--- src/rtl/glue_pkg.sv ---
/*
 * Shared constants, types and helpers for the board power and reset glue.
 * Assumes one 25 MHz reference clock and a synchronous active-high reset.
 */
// Overview of operation
// - Reset notify to I/O board asserts on probe reset or node reset-out low.
// - CPU test reset asserts only with power good and incoming test reset.
// - Fitted test-reset jumper asserts node test reset with power good, ignoring incoming test reset.
// - Node test reset never asserts without system power good.
// - Without jumper, node test reset follows power good AND incoming test reset.
// - Boot hub swap asserts when swap jumper or management swap request asserts.
// - While swap asserts, hub 2 acts as master 0 and hub 0 takes 2.
// - One active-low enable output per scale port turns that port on.
// - Both scale port enables stay off until system power good asserts.
// - A low scale port request turns that port off despite power good.
// - Glitch timer starts with a brief low pulse, then release; runs while high.
// - Low timer-done input means the glitch protection interval has elapsed.
// - Each of four CPUs gets its own active-low power good output.
// - Node power good asserts only when all node supply rails are good.
// - Memory power good asserts when the termination supply is valid.
// - Open-drain enable switches on node 3.3 V rail and its management bus segment.
// - Power path is plain gating, no sequencing state machine.
// - Spare 50 MHz clock input exists but nothing uses it.
// - Spare management input exists and has no function.
package glue_pkg;

    localparam int unsigned CLK_PERIOD_NS   = 40;
    localparam int unsigned TIMER_PULSE_NS  = 1000;
    localparam int unsigned TIMER_PULSE_CYC = (TIMER_PULSE_NS + CLK_PERIOD_NS - 1) / CLK_PERIOD_NS;
    localparam int unsigned CNT_W           = 5;
    localparam int unsigned NUM_CPUS        = 4;
    localparam int unsigned NODE_RAILS      = 3;

    // Bit positions inside the synchronised input vector
    localparam int unsigned IN_PROBE_RST  = 0;
    localparam int unsigned IN_NODE_RST   = 1;
    localparam int unsigned IN_JTAG_RST   = 2;
    localparam int unsigned IN_TRST_JMP   = 3;
    localparam int unsigned IN_SWAP_JMP   = 4;
    localparam int unsigned IN_MGMT_SWAP  = 5;
    localparam int unsigned IN_SP0_REQ    = 6;
    localparam int unsigned IN_SP1_REQ    = 7;
    localparam int unsigned IN_SYS_OK     = 8;
    localparam int unsigned IN_TMR_DONE   = 9;
    localparam int unsigned IN_MEM_TERM   = 10;
    localparam int unsigned IN_RAIL_REQ   = 11;
    localparam int unsigned IN_CPU_POD    = 12;
    localparam int unsigned IN_NODE_RAIL  = 16;
    localparam int unsigned IN_W          = 19;

    // Inactive level of every input: active-low ones high, the rest low
    localparam logic [IN_W-1:0]  IN_RESET_VAL  = 19'h0023f;
    localparam logic [CNT_W-1:0] PULSE_RELOAD  = CNT_W'(TIMER_PULSE_CYC - 1);

    typedef enum logic [3:0] {
        T_IDLE  = 4'b0001,
        T_PULSE = 4'b0010,
        T_RUN   = 4'b0100,
        T_DONE  = 4'b1000
    } timer_state_t;

    function automatic logic jtagGate(input logic sysOk, input logic trstN);
        return sysOk & ~trstN;
    endfunction

endpackage

--- src/rtl/input_sync.sv ---
/*
 * Two-stage synchroniser for every pin input of the glue block except the two unused spare pins.
 * Assumes the pins are asynchronous to ref_clk; only stage two is read.
 */
`timescale 1ns/1ns
module input_sync
    import glue_pkg::*;
(
    input  wire logic            ref_clk, // 25 MHz clock
    input  wire logic            sys_rst, // synchronous reset
    input  wire logic [IN_W-1:0] pinIn,   // raw pins
    output logic      [IN_W-1:0] syncOut  // synchronised pins
);
    typedef struct packed {
        logic [IN_W-1:0] meta;
        logic [IN_W-1:0] stage;
    } sync_state_t;

    sync_state_t state_q;
    sync_state_t state_d;

    always_comb begin
        state_d       = state_q;
        state_d.meta  = pinIn;
        state_d.stage = state_q.meta;
    end

    always_ff @(posedge ref_clk) begin
        if (sys_rst) begin
            state_q <= '{meta: IN_RESET_VAL, stage: IN_RESET_VAL};
        end else begin
            state_q <= state_d;
        end
    end

    assign syncOut = state_q.stage;

endmodule // input_sync

--- src/rtl/glitch_timer_ctrl.sv ---
/*
 * Drives the open-drain start pulse of the external RC glitch timer.
 * Assumes timerDoneN is already synchronised to ref_clk.
 */
`timescale 1ns/1ns
module glitch_timer_ctrl
    import glue_pkg::*;
(
    input  wire logic ref_clk,    // 25 MHz clock
    input  wire logic sys_rst,    // synchronous reset
    input  wire logic restart,    // input activity, start a new interval
    input  wire logic timerDoneN, // synchronised timer expired, active low
    output logic      pulseOeN,   // open-drain enable, low while pulling low
    output logic      settled     // interval elapsed since last activity
);
    typedef struct packed {
        timer_state_t     st;
        logic [CNT_W-1:0] cnt;
        logic             pulseOeN;
        logic             settled;
    } timer_reg_t;

    timer_reg_t state_q;
    timer_reg_t state_d;

    always_comb begin
        state_d = state_q;
        unique case (state_q.st)
            T_IDLE: begin
                state_d.st  = T_PULSE;
                state_d.cnt = PULSE_RELOAD;
            end
            T_PULSE: begin
                if (state_q.cnt == '0) begin
                    state_d.st = T_RUN;
                end else begin
                    state_d.cnt = state_q.cnt - CNT_W'(1);
                end
            end
            T_RUN, T_DONE: begin
                if (restart) begin
                    state_d.st  = T_PULSE;
                    state_d.cnt = PULSE_RELOAD;
                end else if (!timerDoneN) begin
                    state_d.st = T_DONE;
                end
            end
            default: begin
                state_d.st = T_IDLE;
            end
        endcase
        state_d.pulseOeN = (state_d.st != T_PULSE);
        state_d.settled  = (state_d.st == T_DONE);
    end

    always_ff @(posedge ref_clk) begin
        if (sys_rst) begin
            state_q <= '{st: T_IDLE, cnt: '0, pulseOeN: 1'b1, settled: 1'b0};
        end else begin
            state_q <= state_d;
        end
    end

    assign pulseOeN = state_q.pulseOeN;
    assign settled  = state_q.settled;
endmodule // glitch_timer_ctrl

--- src/rtl/power_reset_glue.sv ---
/*
 * Board power-good, reset, test-reset, boot hub swap and scale port glue.
 * Assumes all inputs are pins from other boards and parts, asynchronous to
 * ref_clk; open-drain pins are resolved outside from the enable outputs.
 */
`timescale 1ns/1ns
module power_reset_glue
    import glue_pkg::*;
(
    input  wire logic                  ref_clk,                // 25 MHz clock
    input  wire logic                  sys_rst,                // synchronous reset
    input  wire logic                  spare_clock_in,         // unused board clock
    input  wire logic                  mgmt_spare_in,          // unused management pin
    input  wire logic                  probe_reset_n,          // debug probe hard reset
    input  wire logic                  node_reset_out_lvl_n,   // node controller reset out
    input  wire logic                  jtagResetInN,           // level-shifted test reset
    input  wire logic                  test_reset_jumper_n,    // test reset jumper fitted
    input  wire logic                  swap_jumper_n,          // boot hub swap jumper
    input  wire logic                  mgmt_boot_swap_req_n,   // management swap request
    input  wire logic                  scale_port0_req,        // management enables port 0
    input  wire logic                  scale_port1_req,        // management enables port 1
    input  wire logic                  system_power_ok,        // all system rails valid
    input  wire logic                  glitch_timer_done_n,    // RC timer expired
    input  wire logic                  memTermSupplyOk,        // termination supply valid
    input  wire logic                  nodeRailOnReq,          // sequencer wants node rail
    input  wire logic [NUM_CPUS-1:0]   cpuPodOk,               // per CPU supply good
    input  wire logic [NODE_RAILS-1:0] nodeRailOk,             // node controller rails good
    output logic                       hard_reset_notify_n,    // reset notify to I/O board
    output logic                       cpu1_power_ok_n,        // CPU 1 power good
    output logic                       cpu2_power_ok_n,        // CPU 2 power good
    output logic                       cpu3_power_ok_n,        // CPU 3 power good
    output logic                       cpu4_power_ok_n,        // CPU 4 power good
    output logic                       node_ctrl_power_ok_n,   // node controller power good
    output logic                       mem_term_power_ok_n,    // memory power good
    output logic                       scale_port0_on_n,       // port 0 present control
    output logic                       scale_port1_on_n,       // port 1 present control
    output logic                       cpu_test_reset_n,       // open-drain data, always low
    output logic                       cpu_test_reset_oe_n,    // low pulls CPU test reset
    output logic                       node_ctrl_test_reset_n, // open-drain data, always low
    output logic                       node_ctrl_test_oe_n,    // low pulls node test reset
    output logic                       boot_hub_swap_n,        // open-drain data, always low
    output logic                       boot_hub_swap_oe_n,     // low asserts the swap
    output logic                       node_ctrl_rail_enable,  // open-drain data, always low
    output logic                       node_ctrl_rail_oe_n,    // low holds the rail off
    output logic                       timerEnableN,           // open-drain data, always low
    output logic                       timerEnableOeN,         // low during start pulse
    output logic                       glitchGuardSettled      // inputs quiet for one interval
);

    // Registered outputs plus the previous input snapshot for activity detection
    typedef struct packed {
        logic [IN_W-1:0]     prevIn;
        logic                hardRstN;
        logic [NUM_CPUS-1:0] cpuOkN;
        logic                nodeOkN;
        logic                memOkN;
        logic                sp0OnN;
        logic                sp1OnN;
        logic                cpuTrstOeN;
        logic                nodeTrstOeN;
        logic                swapOeN;
        logic                railOeN;
    } glue_reg_t;

    localparam glue_reg_t GLUE_RESET = '{
        prevIn:      IN_RESET_VAL,
        hardRstN:    1'b1,
        cpuOkN:      '1,
        nodeOkN:     1'b1,
        memOkN:      1'b1,
        sp0OnN:      1'b1,
        sp1OnN:      1'b1,
        cpuTrstOeN:  1'b1,
        nodeTrstOeN: 1'b1,
        swapOeN:     1'b1,
        railOeN:     1'b0
    };

    glue_reg_t        state_q;
    glue_reg_t        state_d;
    logic [IN_W-1:0]  pinIn;
    logic [IN_W-1:0]  syncIn;
    logic             inputActivity;
    logic             timerPulseOeN;
    logic             timerSettled;

    // Named views of the synchronised pins
    logic                  probeRstN;
    logic                  nodeRstOutN;
    logic                  jtagRstN;
    logic                  trstJumperN;
    logic                  swapJumperN;
    logic                  mgmtSwapN;
    logic                  sp0Req;
    logic                  sp1Req;
    logic                  sysOk;
    logic                  timerDoneN;
    logic                  memTermOk;
    logic                  railReq;
    logic [NUM_CPUS-1:0]   podOk;
    logic [NODE_RAILS-1:0] railOk;

    // spare_clock_in and mgmt_spare_in are deliberately left unconnected
    assign pinIn = {nodeRailOk, cpuPodOk, nodeRailOnReq, memTermSupplyOk, glitch_timer_done_n,
                    system_power_ok, scale_port1_req, scale_port0_req, mgmt_boot_swap_req_n,
                    swap_jumper_n, test_reset_jumper_n, jtagResetInN, node_reset_out_lvl_n,
                    probe_reset_n};

    input_sync u_sync (
        .ref_clk (ref_clk),
        .sys_rst (sys_rst),
        .pinIn   (pinIn),
        .syncOut (syncIn)
    );

    assign probeRstN   = syncIn[IN_PROBE_RST];
    assign nodeRstOutN = syncIn[IN_NODE_RST];
    assign jtagRstN    = syncIn[IN_JTAG_RST];
    assign trstJumperN = syncIn[IN_TRST_JMP];
    assign swapJumperN = syncIn[IN_SWAP_JMP];
    assign mgmtSwapN   = syncIn[IN_MGMT_SWAP];
    assign sp0Req      = syncIn[IN_SP0_REQ];
    assign sp1Req      = syncIn[IN_SP1_REQ];
    assign sysOk       = syncIn[IN_SYS_OK];
    assign timerDoneN  = syncIn[IN_TMR_DONE];
    assign memTermOk   = syncIn[IN_MEM_TERM];
    assign railReq     = syncIn[IN_RAIL_REQ];
    assign podOk       = syncIn[IN_CPU_POD +: NUM_CPUS];
    assign railOk      = syncIn[IN_NODE_RAIL +: NODE_RAILS];

    // Any change except the timer's own output restarts the glitch interval, unless a start pulse is still running
    assign inputActivity = |((syncIn ^ state_q.prevIn) & ~(IN_W'(1) << IN_TMR_DONE));

    glitch_timer_ctrl u_timer (
        .ref_clk    (ref_clk),
        .sys_rst    (sys_rst),
        .restart    (inputActivity),
        .timerDoneN (timerDoneN),
        .pulseOeN   (timerPulseOeN),
        .settled    (timerSettled)
    );

    // Pure gating recomputed every cycle: nothing here holds a value between
    // input changes, the register only aligns outputs to the clock
    always_comb begin
        state_d        = state_q;
        state_d.prevIn = syncIn;
        state_d.hardRstN = probeRstN & nodeRstOutN;
        state_d.cpuOkN   = ~podOk;
        state_d.nodeOkN  = ~(&railOk);
        state_d.memOkN   = ~memTermOk;
        // Ports stay off until system power is good, and drop on a low request
        state_d.sp0OnN   = ~(sysOk & sp0Req);
        state_d.sp1OnN   = ~(sysOk & sp1Req);
        state_d.cpuTrstOeN = ~jtagGate(sysOk, jtagRstN);
        if (!trstJumperN) begin
            state_d.nodeTrstOeN = ~sysOk;
        end else begin
            state_d.nodeTrstOeN = ~jtagGate(sysOk, jtagRstN);
        end
        // Held exactly as long as either source holds its request
        state_d.swapOeN  = swapJumperN & mgmtSwapN;
        // Released high switches on the 3.3 V rail and its bus segment
        state_d.railOeN  = railReq;
    end

    always_ff @(posedge ref_clk) begin
        if (sys_rst) begin
            state_q <= GLUE_RESET;
        end else begin
            state_q <= state_d;
        end
    end

    assign hard_reset_notify_n    = state_q.hardRstN;
    assign cpu1_power_ok_n        = state_q.cpuOkN[0];
    assign cpu2_power_ok_n        = state_q.cpuOkN[1];
    assign cpu3_power_ok_n        = state_q.cpuOkN[2];
    assign cpu4_power_ok_n        = state_q.cpuOkN[3];
    assign node_ctrl_power_ok_n   = state_q.nodeOkN;
    assign mem_term_power_ok_n    = state_q.memOkN;
    assign scale_port0_on_n       = state_q.sp0OnN;
    assign scale_port1_on_n       = state_q.sp1OnN;
    // Open-drain pins only ever pull low; the enable decides the level
    assign cpu_test_reset_n       = 1'b0;
    assign cpu_test_reset_oe_n    = state_q.cpuTrstOeN;
    assign node_ctrl_test_reset_n = 1'b0;
    assign node_ctrl_test_oe_n    = state_q.nodeTrstOeN;
    assign boot_hub_swap_n        = 1'b0;
    assign boot_hub_swap_oe_n     = state_q.swapOeN;
    assign node_ctrl_rail_enable  = 1'b0;
    assign node_ctrl_rail_oe_n    = state_q.railOeN;
    assign timerEnableN           = 1'b0;
    assign timerEnableOeN         = timerPulseOeN;
    // Settled is advisory; outputs above do not wait on it, so a slow edge can
    // still reach them for one cycle
    assign glitchGuardSettled     = timerSettled;
endmodule // power_reset_glue

--- config.mk ---
export PLATFORM = sky130hd
export DESIGN_NAME = power_reset_glue
export DESIGN_NICKNAME = d
export VERILOG_FILES = /design/src/rtl/glue_pkg.sv /design/src/rtl/input_sync.sv /design/src/rtl/glitch_timer_ctrl.sv /design/src/rtl/power_reset_glue.sv
export SDC_FILE = /design/constraint.sdc
export NUM_CORES = 1
export LEC_CHECK = 0
export BUFFER_PORTS_ARGS = -buffer_cell sky130_fd_sc_hd__buf_2
export CAP_MARGIN = 40
export CORE_UTILIZATION = 35
export CTS_BUF_LIST = sky130_fd_sc_hd__clkbuf_8
export DETAILED_ROUTE_END_ITERATION = 6
export GPL_TIMING_DRIVEN = 0
export HOLD_SLACK_MARGIN = 0.12
export PLACE_DENSITY_LB_ADDON = 0.3
export SLEW_MARGIN = 30
export SYNTH_ARGS = -nofsm -noshare
export SYNTH_HDL_FRONTEND = slang
export SYNTH_SLANG_ARGS = --single-unit
--- constraint.sdc ---
create_clock -name ref_clk -period 3.7 [get_ports ref_clk]
set_input_delay 0.74 -clock ref_clk [delete_from_list [all_inputs] [get_ports ref_clk]]
set_output_delay 0.74 -clock ref_clk [all_outputs]
set_load 0.01 [all_outputs]
==> flow_summary_export.csv, run 1 <==
group,metric,value,unit
outcome,status,"finished clean",
timing,min_period,1.85,ns
synth,synthTopCellsByArea,"dfxtp_1 60%, nor2b_1 7.8%, xor2_1 5.7%",
timing,fmax,540,MHz
clock_tree,cts_hold_buf,0,
synth,ys_ff_latch,79,
final_layout,drive_gt1_share,28.3,%
synth,postSynthAreaPerCell,10.9,µm²
clock_tree,cts_tree,"yes",
grt,grt_pass1_vias,1451,
synth,yosys.area.top_type,"dfxtp_1",
worst_hold_path,hp-start,"u_sync.state_d[3]",
drt,drt_wl_total,4.21,mm
pwr,vdd_drop_max,0.324,mV
grt,antenna_found_initial,0,
grt,grt_pass1_wl,6.69,mm
clock_tree,cts_resized,0,
clock_tree,cts_buffers,9,
timing,holdWs,0.411,ns
final_layout,finalNetCount,317,
worst_setup_path,timing.rr.start,"u_sync.syncOut[4]",
synth,seq_area_frac_synth,60.1,%
floorplan,initial_core_util,36.3,%
grt,grt_max_degree,16,
final_layout,antennaDiodeCount,0,
drt,drc,0,
drt,vias,1636,
worst_setup_path,crit_path_top_delay_cell,"nor4_1",
drt,avgRoutedWirePerCell,10.6,µm
timing,fin_crit_sh,50.1,%
synth,synth.distinct_cells,36,
clock_tree,clk_pin_slew,0.08,ns
timing,setup_viol,0,
worst_setup_path,endpoint_kind,"flop",
worst_setup_path,startpoint,"u_sync.syncOut[4]",
synth,synthTopCellsByCount,"79 x dfxtp_1, 33 x nor2b_1, 21 x or2_2",
worst_setup_path,critical_path_class,"flop to flop",
final_layout,seq_area,1580,µm²
worst_setup_path,slowest_delay,0.39,ns
clock_tree,htreeDepth,3,
floorplan,core,7250,µm²
place,dp_hpwl,2.98,mm
timing,relSlewSlack,63.1,%
timing,rsz0062_at_grt,"false",
drt,drtIter0Drc,120,
clock_tree,clk_latency,0.35,ns
job,drv_cap,0,
timing,finalMaxSlewViolations,0,
drt,drtAntennaViolNets,0,
synth,synth_edf_count,0,
final_layout,area_growth,19.6,%
place,portBuffers,35,
synth,ys_warn_count,0,
timing,finalHoldViolCount,0,
timing,worst_slew_pin_slew,0.553,ns
synth,netlist_instances,242,
worst_setup_path,crit_required,3.94,ns
floorplan,rows,31,
final_layout,multi_input_area,933,µm²
floorplan,dieArea,7870,µm²
clock_tree,clockRootBuffer,"clkbuf_8",
floorplan,ios,43,
worst_setup_path,critical_path.startpoint_type,"flop",
pwr,leakage,1.34,nW
place,place.gp.congestion,0.799,
worst_setup_path,crit_chain,"xor2_1 -> nor4_1 -> nand3_1 -> o21ai_2 -> mux2_4",
drt,firstDrtPassIters,4,
synth,yosys.area.top_type_share,60.1,%
clock_tree,cts.sinks,79,
grt,grt-ovfl-total,0,
synth,synthArstFlopShare,0,%
synth,ys.flop_type,"dfxtp_1",
pwr,power_density,541,nW/µm²
floorplan,die_x,88.7,µm
worst_hold_path,hp-class,"flop to flop",
place,dp_cells,380,
drt,vias_per_cell,4.13,
worst_setup_path,worst_ep_arrival_time,2.09,ns
final_layout,fill_cells,727,
floorplan,floorplan.die.height,88.7,µm
synth,yosysMostFrequentCell,"dfxtp_1",
timing,setup_tns,0,ns
clock_tree,clockBufferDepth,2,
grt,grtUsageTotal,12.0,%
final_layout,fin_cells,396,
timing,fin_worst_skew,0.00820,ns
synth,syn-cell-area,2630,µm²
worst_setup_path,critPathMaxFanout,6,
clock_tree,post_cts_buffers,0,
==> critical path: cells and delay by family (launching register included) <==
| family | cells | cell delay (ns) |
|---|---|---|
| flip-flops | 1 | 0.32 |
| multiplexers | 1 | 0.33 |
| AO/OA/AOI/OAI | 1 | 0.34 |
| XOR/XNOR | 1 | 0.15 |
| AND/OR/NAND/NOR | 2 | 0.60 |
==> per-layer routing <==
layer	up-vias	share of wire, %	global-route usage, %
li1	867	-	-
met1	726	45	13.8
met2	34	47	19.0
met3	9	4.8	4.85
met4	0	2.4	7.18
met5	-	0	0
==> per-stage QoR <==
step	cell area [µm²]	util, %	setup WS (ns)	total power, mW
floorplan	2650	-	2.11	1.03
global placement	2950	40.6	1.72	1.07
detailed placement	2950	40.6	1.72	1.08
CTS	3150	43.4	1.83	1.72
global route	3150	43.4	1.70	1.78
finish	3150	43.4	1.85	1.70
==> path summary, 6_finish.rpt <==
path / end / slack [ns] / depth (start not counted)
max: u_timer.state_q[3] / 1.85 / 5
min: u_sync.syncOut[3] / 0.41 / 1
max reg2reg: u_timer.state_q[3] / 1.85 / 5
min reg2reg: u_sync.syncOut[3] / 0.41 / 1
==> placed cells by master, fill, tap and decap left out, drive strengths merged, types with 2 or more instances in the layout <==
cell and instances:
nand2b 7, xor2 17, buf 43, nand4b 2, nor3 9, clkinvlp 2, xnor2 4, ha 2
conb 5, or2 22, nor4 4, nor2 5, a21oi 2, nand2 7, inv 14, clkbuf 15
o21ai 3, and2 3, nor2b 33, o41ai 2, dfxtp 79, nand3 4
==> area by class of cell <==
class,instances,area share (%)
inverter,11,1.31
tap,99,3.93
clock buffer,9,3.93
buffer,14,2.86
multi-input combinational,142,29.7
sequential,79,50.2
timing repair buffer,35,5.56
clock inverter,7,2.50
==> report_power, final <==
group,internal [mW],leakage (nW),total (mW),switching (mW)
Combinational,0.0677,0.595,0.138,0.0702
Clock,0.320,0.0982,0.648,0.328
Sequential,0.892,0.650,0.917,0.0248
Total,1.28,1.34,1.70,0.423
==> sequential cells by signal (all words and copies together) (netlist names), 9 cells and up <==
name             count
u_sync.state_d      19
u_timer.state_q      9
state_q             18
u_sync.syncOut      19
==> cell families after synthesis <==
group / count (synthesis) / share of synthesized area (%)
DFF: 79 / 60.1
AOI/OAI and AO/OA: 13 / 3.61
other: 1 / 0.143
and+or+nand+nor: 100 / 22.6
muxes: 1 / 0.570
buffers and inverters: 25 / 4.99
xor gates and xnor gates: 21 / 6.99
adders and majority gates: 2 / 0.951
Power figures use the tool's default switching activity.
==> run 2: changes to the inputs <==
Clock period 3.7 ns to 1.75 ns, I/O delays scaled along.
==> run 2 against run 1 <==
  * Combinational power grew to 2.6 times the previous value
  * Register-to-register slack worse by 1.8 ns
  * Sequential power is 110% higher
  * Clock power is 110% higher
  * Power is 120% higher
  * Die area stayed put
  * Clock-buffer cell count stayed put
  * Flip-flop and latch count stayed put
  * Wire length is 2.6% higher
  * Clock skew is 0.0010 ns higher
  * Critical path type unchanged
  * Highest routed layer unchanged
==> flow_summary_export.csv, run 2 (synthesis results as in run 1) <==
group,metric,value,unit
outcome,status,"finished clean",
drt,top_layer_used,"met4",
worst_setup_path,worst_ep_arrival_time,1.89,ns
worst_setup_path,critical_path.startpoint_type,"flop",
clock_tree,cts_hold_buf,0,
drt,drc,0,
drt,dr_wl_met3,135,µm
pwr,power_density,1130,nW/µm²
grt,grtUsageTotal,12.0,%
drt,m1WireLength,2.04,mm
timing,finalHoldViolCount,0,
clock_tree,clockRootBuffer,"clkbuf_8",
final_layout,layout_commonest_cell,"dfxtp_1",
clock_tree,clk_pin_slew,0.08,ns
timing,worst_slew_pin_slew,0.584,ns
grt,antenna_found_initial,0,
timing,finalMaxSlewViolations,0,
timing,min_period,1.66,ns
floorplan,rows,31,
grt,grt_max_degree,16,
timing,holdWs,0.187,ns
pwr,leakage,1.38,nW
grt,grt-ovfl-total,0,
drt,avgRoutedWirePerCell,10.8,µm
timing,setup_viol,0,
floorplan,floorplan.die.height,88.7,µm
floorplan,die_x,88.7,µm
worst_setup_path,critical_path_class,"flop to flop",
drt,firstDrtPassIters,4,
clock_tree,clockBufferDepth,2,
clock_tree,htreeDepth,3,
floorplan,initial_core_util,36.3,%
worst_hold_path,hp-start,"test_reset_jumper_n",
final_layout,drive_gt1_share,32.5,%
drt,wl_met2,2.05,mm
grt,grt_pass1_vias,1467,
clock_tree,cts.sinks,79,
place,dp_hpwl,2.98,mm
drt,drtAntennaViolNets,0,
timing,setup_tns,0,ns
worst_setup_path,crit_required,1.98,ns
drt,drtIter0Drc,137,
floorplan,core,7250,µm²
place,portBuffers,35,
clock_tree,clk_latency,0.35,ns
final_layout,area_growth,23.2,%
final_layout,finalNetCount,322,
worst_setup_path,endpoint_kind,"flop",
worst_setup_path,startpoint,"u_timer.state_q[2]",
timing,fin_worst_skew,0.00925,ns
worst_setup_path,critPathMaxFanout,4,
worst_hold_path,hp-class,"primary input to flop",
timing,fin_crit_sh,94.9,%
clock_tree,cts_tree,"yes",
final_layout,final_cell_mix,"78 x dfxtp_1, 35 x buf_2, 33 x nor2b_1",
floorplan,ios,43,
job,drv_cap,0,
pwr,power.total,3.67,mW
clock_tree,cts_buffers,9,
drt,drt_wl_total,4.32,mm
timing,relSlewSlack,61.0,%
worst_setup_path,timing.rr.start,"u_timer.state_q[2]",
drt,vias,1635,
grt,grt_pass1_wl,6.67,mm
final_layout,antennaDiodeCount,0,
pwr,vdd_drop_max,0.688,mV
timing,fmax,602,MHz
drt,vias_per_cell,4.08,
place,place.gp.congestion,0.799,
floorplan,dieArea,7870,µm²
## run 2: worst paths after layout
check                            to  slack, ns  cells after the start
setup / recovery   u_timer.pulseOeN       0.09                      8
hold / removal    u_sync.state_d[3]       0.19                      2
setup reg to reg   u_timer.pulseOeN       0.09                      8
hold reg to reg   u_sync.syncOut[9]       0.41                      1
## run 2: layer usage
layer | vias up | global-route usage, %
li1 | 873 | -
met1 | 727 | 13.6
met2 | 27 | 18.8
met3 | 8 | 4.94
met4 | 0 | 7.48
met5 | - | 0
## run 2: repair_timing
action,in CTS,in global routing
buffers inserted,3,2
gates resized for setup,3,7
pin swaps,2,4
endpoints found under the setup margin,1,8
endpoints found under the hold margin,0,0
## run 2: critical path: stages (launching register included)
cell and delay (ns):
dfxtp_2 0.35, inv_1 0.06, ha_1 0.21, inv_1 0.07
o41ai_2 0.06, a21oi_2 0.26, o21ai_4 0.11, buf_4 0.17
or2_2 0.27
## run 2: power breakdown
part	switching, mW	internal, mW	total, mW
Combinational	0.171	0.184	0.356
Sequential	0.0581	1.89	1.94
Clock	0.690	0.676	1.37
## run 2: stage by stage
step                setup WS, ns  instance area [µm²]  utilization [%]  cells
floorplan                  0.161                 2650                -    246
global placement          -0.102                 2950             40.6    380
detailed placement       -0.0979                 2950             40.6    380
CTS                       0.0159                 3190             44.0    399
global route             -0.0155                 3240             44.7    401
finish                    0.0899                 3240             44.7    401
## run 2: layout make-up
type	instances	area (µm²)
repair buffers	40	213
clock inverters	7	78.8
clock buffers	9	124
multi-input cells	142	987
flip-flops and latches	79	1580
plain buffers	14	90.1
inverters	11	41.3
fillers	708	4010
well taps	99	124
==> run 3: changes to the inputs <==
Settings changed: CELL_PAD_IN_SITES_DETAIL_PLACEMENT from default to 2, CELL_PAD_IN_SITES_GLOBAL_PLACEMENT from default to 2.
==> run 3 against run 2 <==
  * Sequential share of layout area down 0.26 points
  * Power up 4.9%
  * Flip-flop and latch count unchanged
  * Non-clock buffer count down 1
  * First-iteration DRC count down 80%
  * Critical path depth down 3
  * Fmax down 3.3%
  * Clock-buffer cell count up 1
  * Clock skew up 0.0015 ns
  * Die area unchanged
  * Hold slack about the same
  * Design area up 0.77%
==> flow_summary_export.csv, run 3 (synthesis results as in run 1) <==
group,metric,value,unit
grt,grt_pass1_wl,9.38,mm
timing,fin_worst_skew,0.0108,ns
final_layout,antennaDiodeCount,0,
timing,fin_crit_sh,98.1,%
place,dp_hpwl,3.99,mm
worst_setup_path,critical_path.startpoint_type,"flop",
drt,drt_wl_total,5.94,mm
timing,min_period,1.72,ns
worst_setup_path,startpoint,"u_sync.syncOut[4]",
worst_setup_path,timing.rr.end,"u_timer.state_q[3]",
clock_tree,clockBufferDepth,2,
clock_tree,cts_hold_buf,0,
timing,finalHoldViolCount,0,
worst_setup_path,slowest_delay,0.35,ns
place,place.gp.congestion,0.706,
timing,setup_tns,0,ns
timing,rsz0062_at_grt,"true",
drt,drtIter0Drc,28,
outcome,status,"finished clean",
final_layout,layout_commonest_cell,"dfxtp_1",
drt,firstDrtPassIters,4,
final_layout,final_cell_mix,"77 x dfxtp_1, 35 x buf_2, 33 x nor2b_1",
floorplan,floorplan.die.height,88.7,µm
floorplan,rows,31,
worst_setup_path,critical_path_class,"flop to flop",
final_layout,finalInstanceArea,3270,µm²
drt,avgRoutedWirePerCell,14.8,µm
timing,fmax,582,MHz
pwr,vdd_drop_max,0.478,mV
pwr,leakage,1.39,nW
final_layout,area_growth,24.1,%
pwr,power.total,3.85,mW
floorplan,initial_core_util,36.3,%
grt,antenna_found_initial,0,
worst_setup_path,crit_path_top_delay_cell,"nor4_2",
timing,finalMaxSlewViolations,0,
worst_setup_path,endpoint_kind,"flop",
final_layout,finalNetCount,321,
drt,vias,1791,
worst_setup_path,critPathMaxFanout,6,
grt,grt-ovfl-total,0,
worst_hold_path,hp-class,"primary input to flop",
worst_setup_path,r2r_cells,5,
job,drv_cap,0,
worst_setup_path,path_depth,5,
clock_tree,clockRootBuffer,"clkbuf_8",
place,portBuffers,35,
clock_tree,clk_latency,0.35,ns
drt,drtAntennaViolNets,0,
timing,worst_slew_pin_slew,0.626,ns
place,dpl_cell_area,2950,µm²
timing,holdWs,0.187,ns
worst_setup_path,critPathTopFamily,"simple AND/OR/NAND/NOR gates",
worst_setup_path,crit_chain,"xor2_1 -> nor4_2 -> nand3_2 -> o21ai_4 -> mux2_4",
floorplan,dieArea,7870,µm²
grt,grt_max_degree,15,
floorplan,ios,43,
clock_tree,htreeDepth,3,
drt,vias_per_cell,4.48,
clock_tree,cts_tree,"yes",
worst_hold_path,hp-start,"test_reset_jumper_n",
grt,grt_pass1_vias,1871,
worst_setup_path,crit_required,1.99,ns
floorplan,core,7250,µm²
worst_setup_path,worst-path-buf-inv,0,
worst_setup_path,ff2ff_setup_slack,0.03,ns
timing,relSlewSlack,58.3,%
worst_setup_path,timing.rr.start,"u_sync.syncOut[4]",
timing,setup_viol,0,
worst_setup_path,crit_end,"u_timer.state_q[3]",
clock_tree,cts.sinks,79,
drt,drc,0,
clock_tree,cts_buffers,9,
worst_setup_path,worst_ep_arrival_time,1.96,ns
grt,grtUsageTotal,16.7,%
timing,setup_ws,0.0332,ns
floorplan,die_x,88.7,µm
place,pre_cts_slack,-0.103,ns
final_layout,drive_gt1_share,32.6,%
pwr,power_density,1180,nW/µm²
clock_tree,clk_pin_slew,0.08,ns
## run 3: timing repair
action | 4_1_cts | 5_1_grt
pin swaps | 3 | 6
setup buffers | 1 | 3
setup endpoints to repair | 5 | 8
gates resized for setup | 4 | 8
## run 3: worst min path at each step
stage / slack, ns / end / cells after the start
5_1_grt: 0.17 / u_sync.state_d[3] / 2
4_1_cts: 0.16 / u_sync.state_d[3] / 2
3_3_place_gp: 0.39 / u_sync.syncOut[2] / 1
2_1_floorplan: 0.38 / scale_port1_on_n / 1
6_report: 0.19 / u_sync.state_d[3] / 2
3_5_place_dp: 0.40 / u_sync.syncOut[3] / 1
## run 3: layout make-up
class	count	area, µm²
inverter	11	41.3
sequential	79	1590
clock buffer	10	138
tap	99	124
buffer	14	90.1
fill	771	3990
multi-input combinational	142	987
clock inverter	6	93.8
timing repair buffer	39	205
## run 3: per-layer routing
layer | track usage, % | up-vias | routed length, µm
li1 | - | 867 | -
met1 | 18.8 | 880 | 2520
met2 | 29.2 | 32 | 3130
met3 | 3.82 | 12 | 144
met4 | 8.94 | 0 | 135
met5 | 0 | - | 0
## run 3: stage by stage
stage	util (%)	instances
after detailed placement	40.6	380
after CTS	44.1	397
final	45.0	400
after floorplan	-	246
after global routing	45.0	400
after global placement	40.6	380
## run 3: report_power, final
part | internal (mW) | switching, mW
Sequential | 1.89 | 0.0590
Combinational | 0.176 | 0.191
Clock | 0.849 | 0.685
Total | 2.91 | 0.935
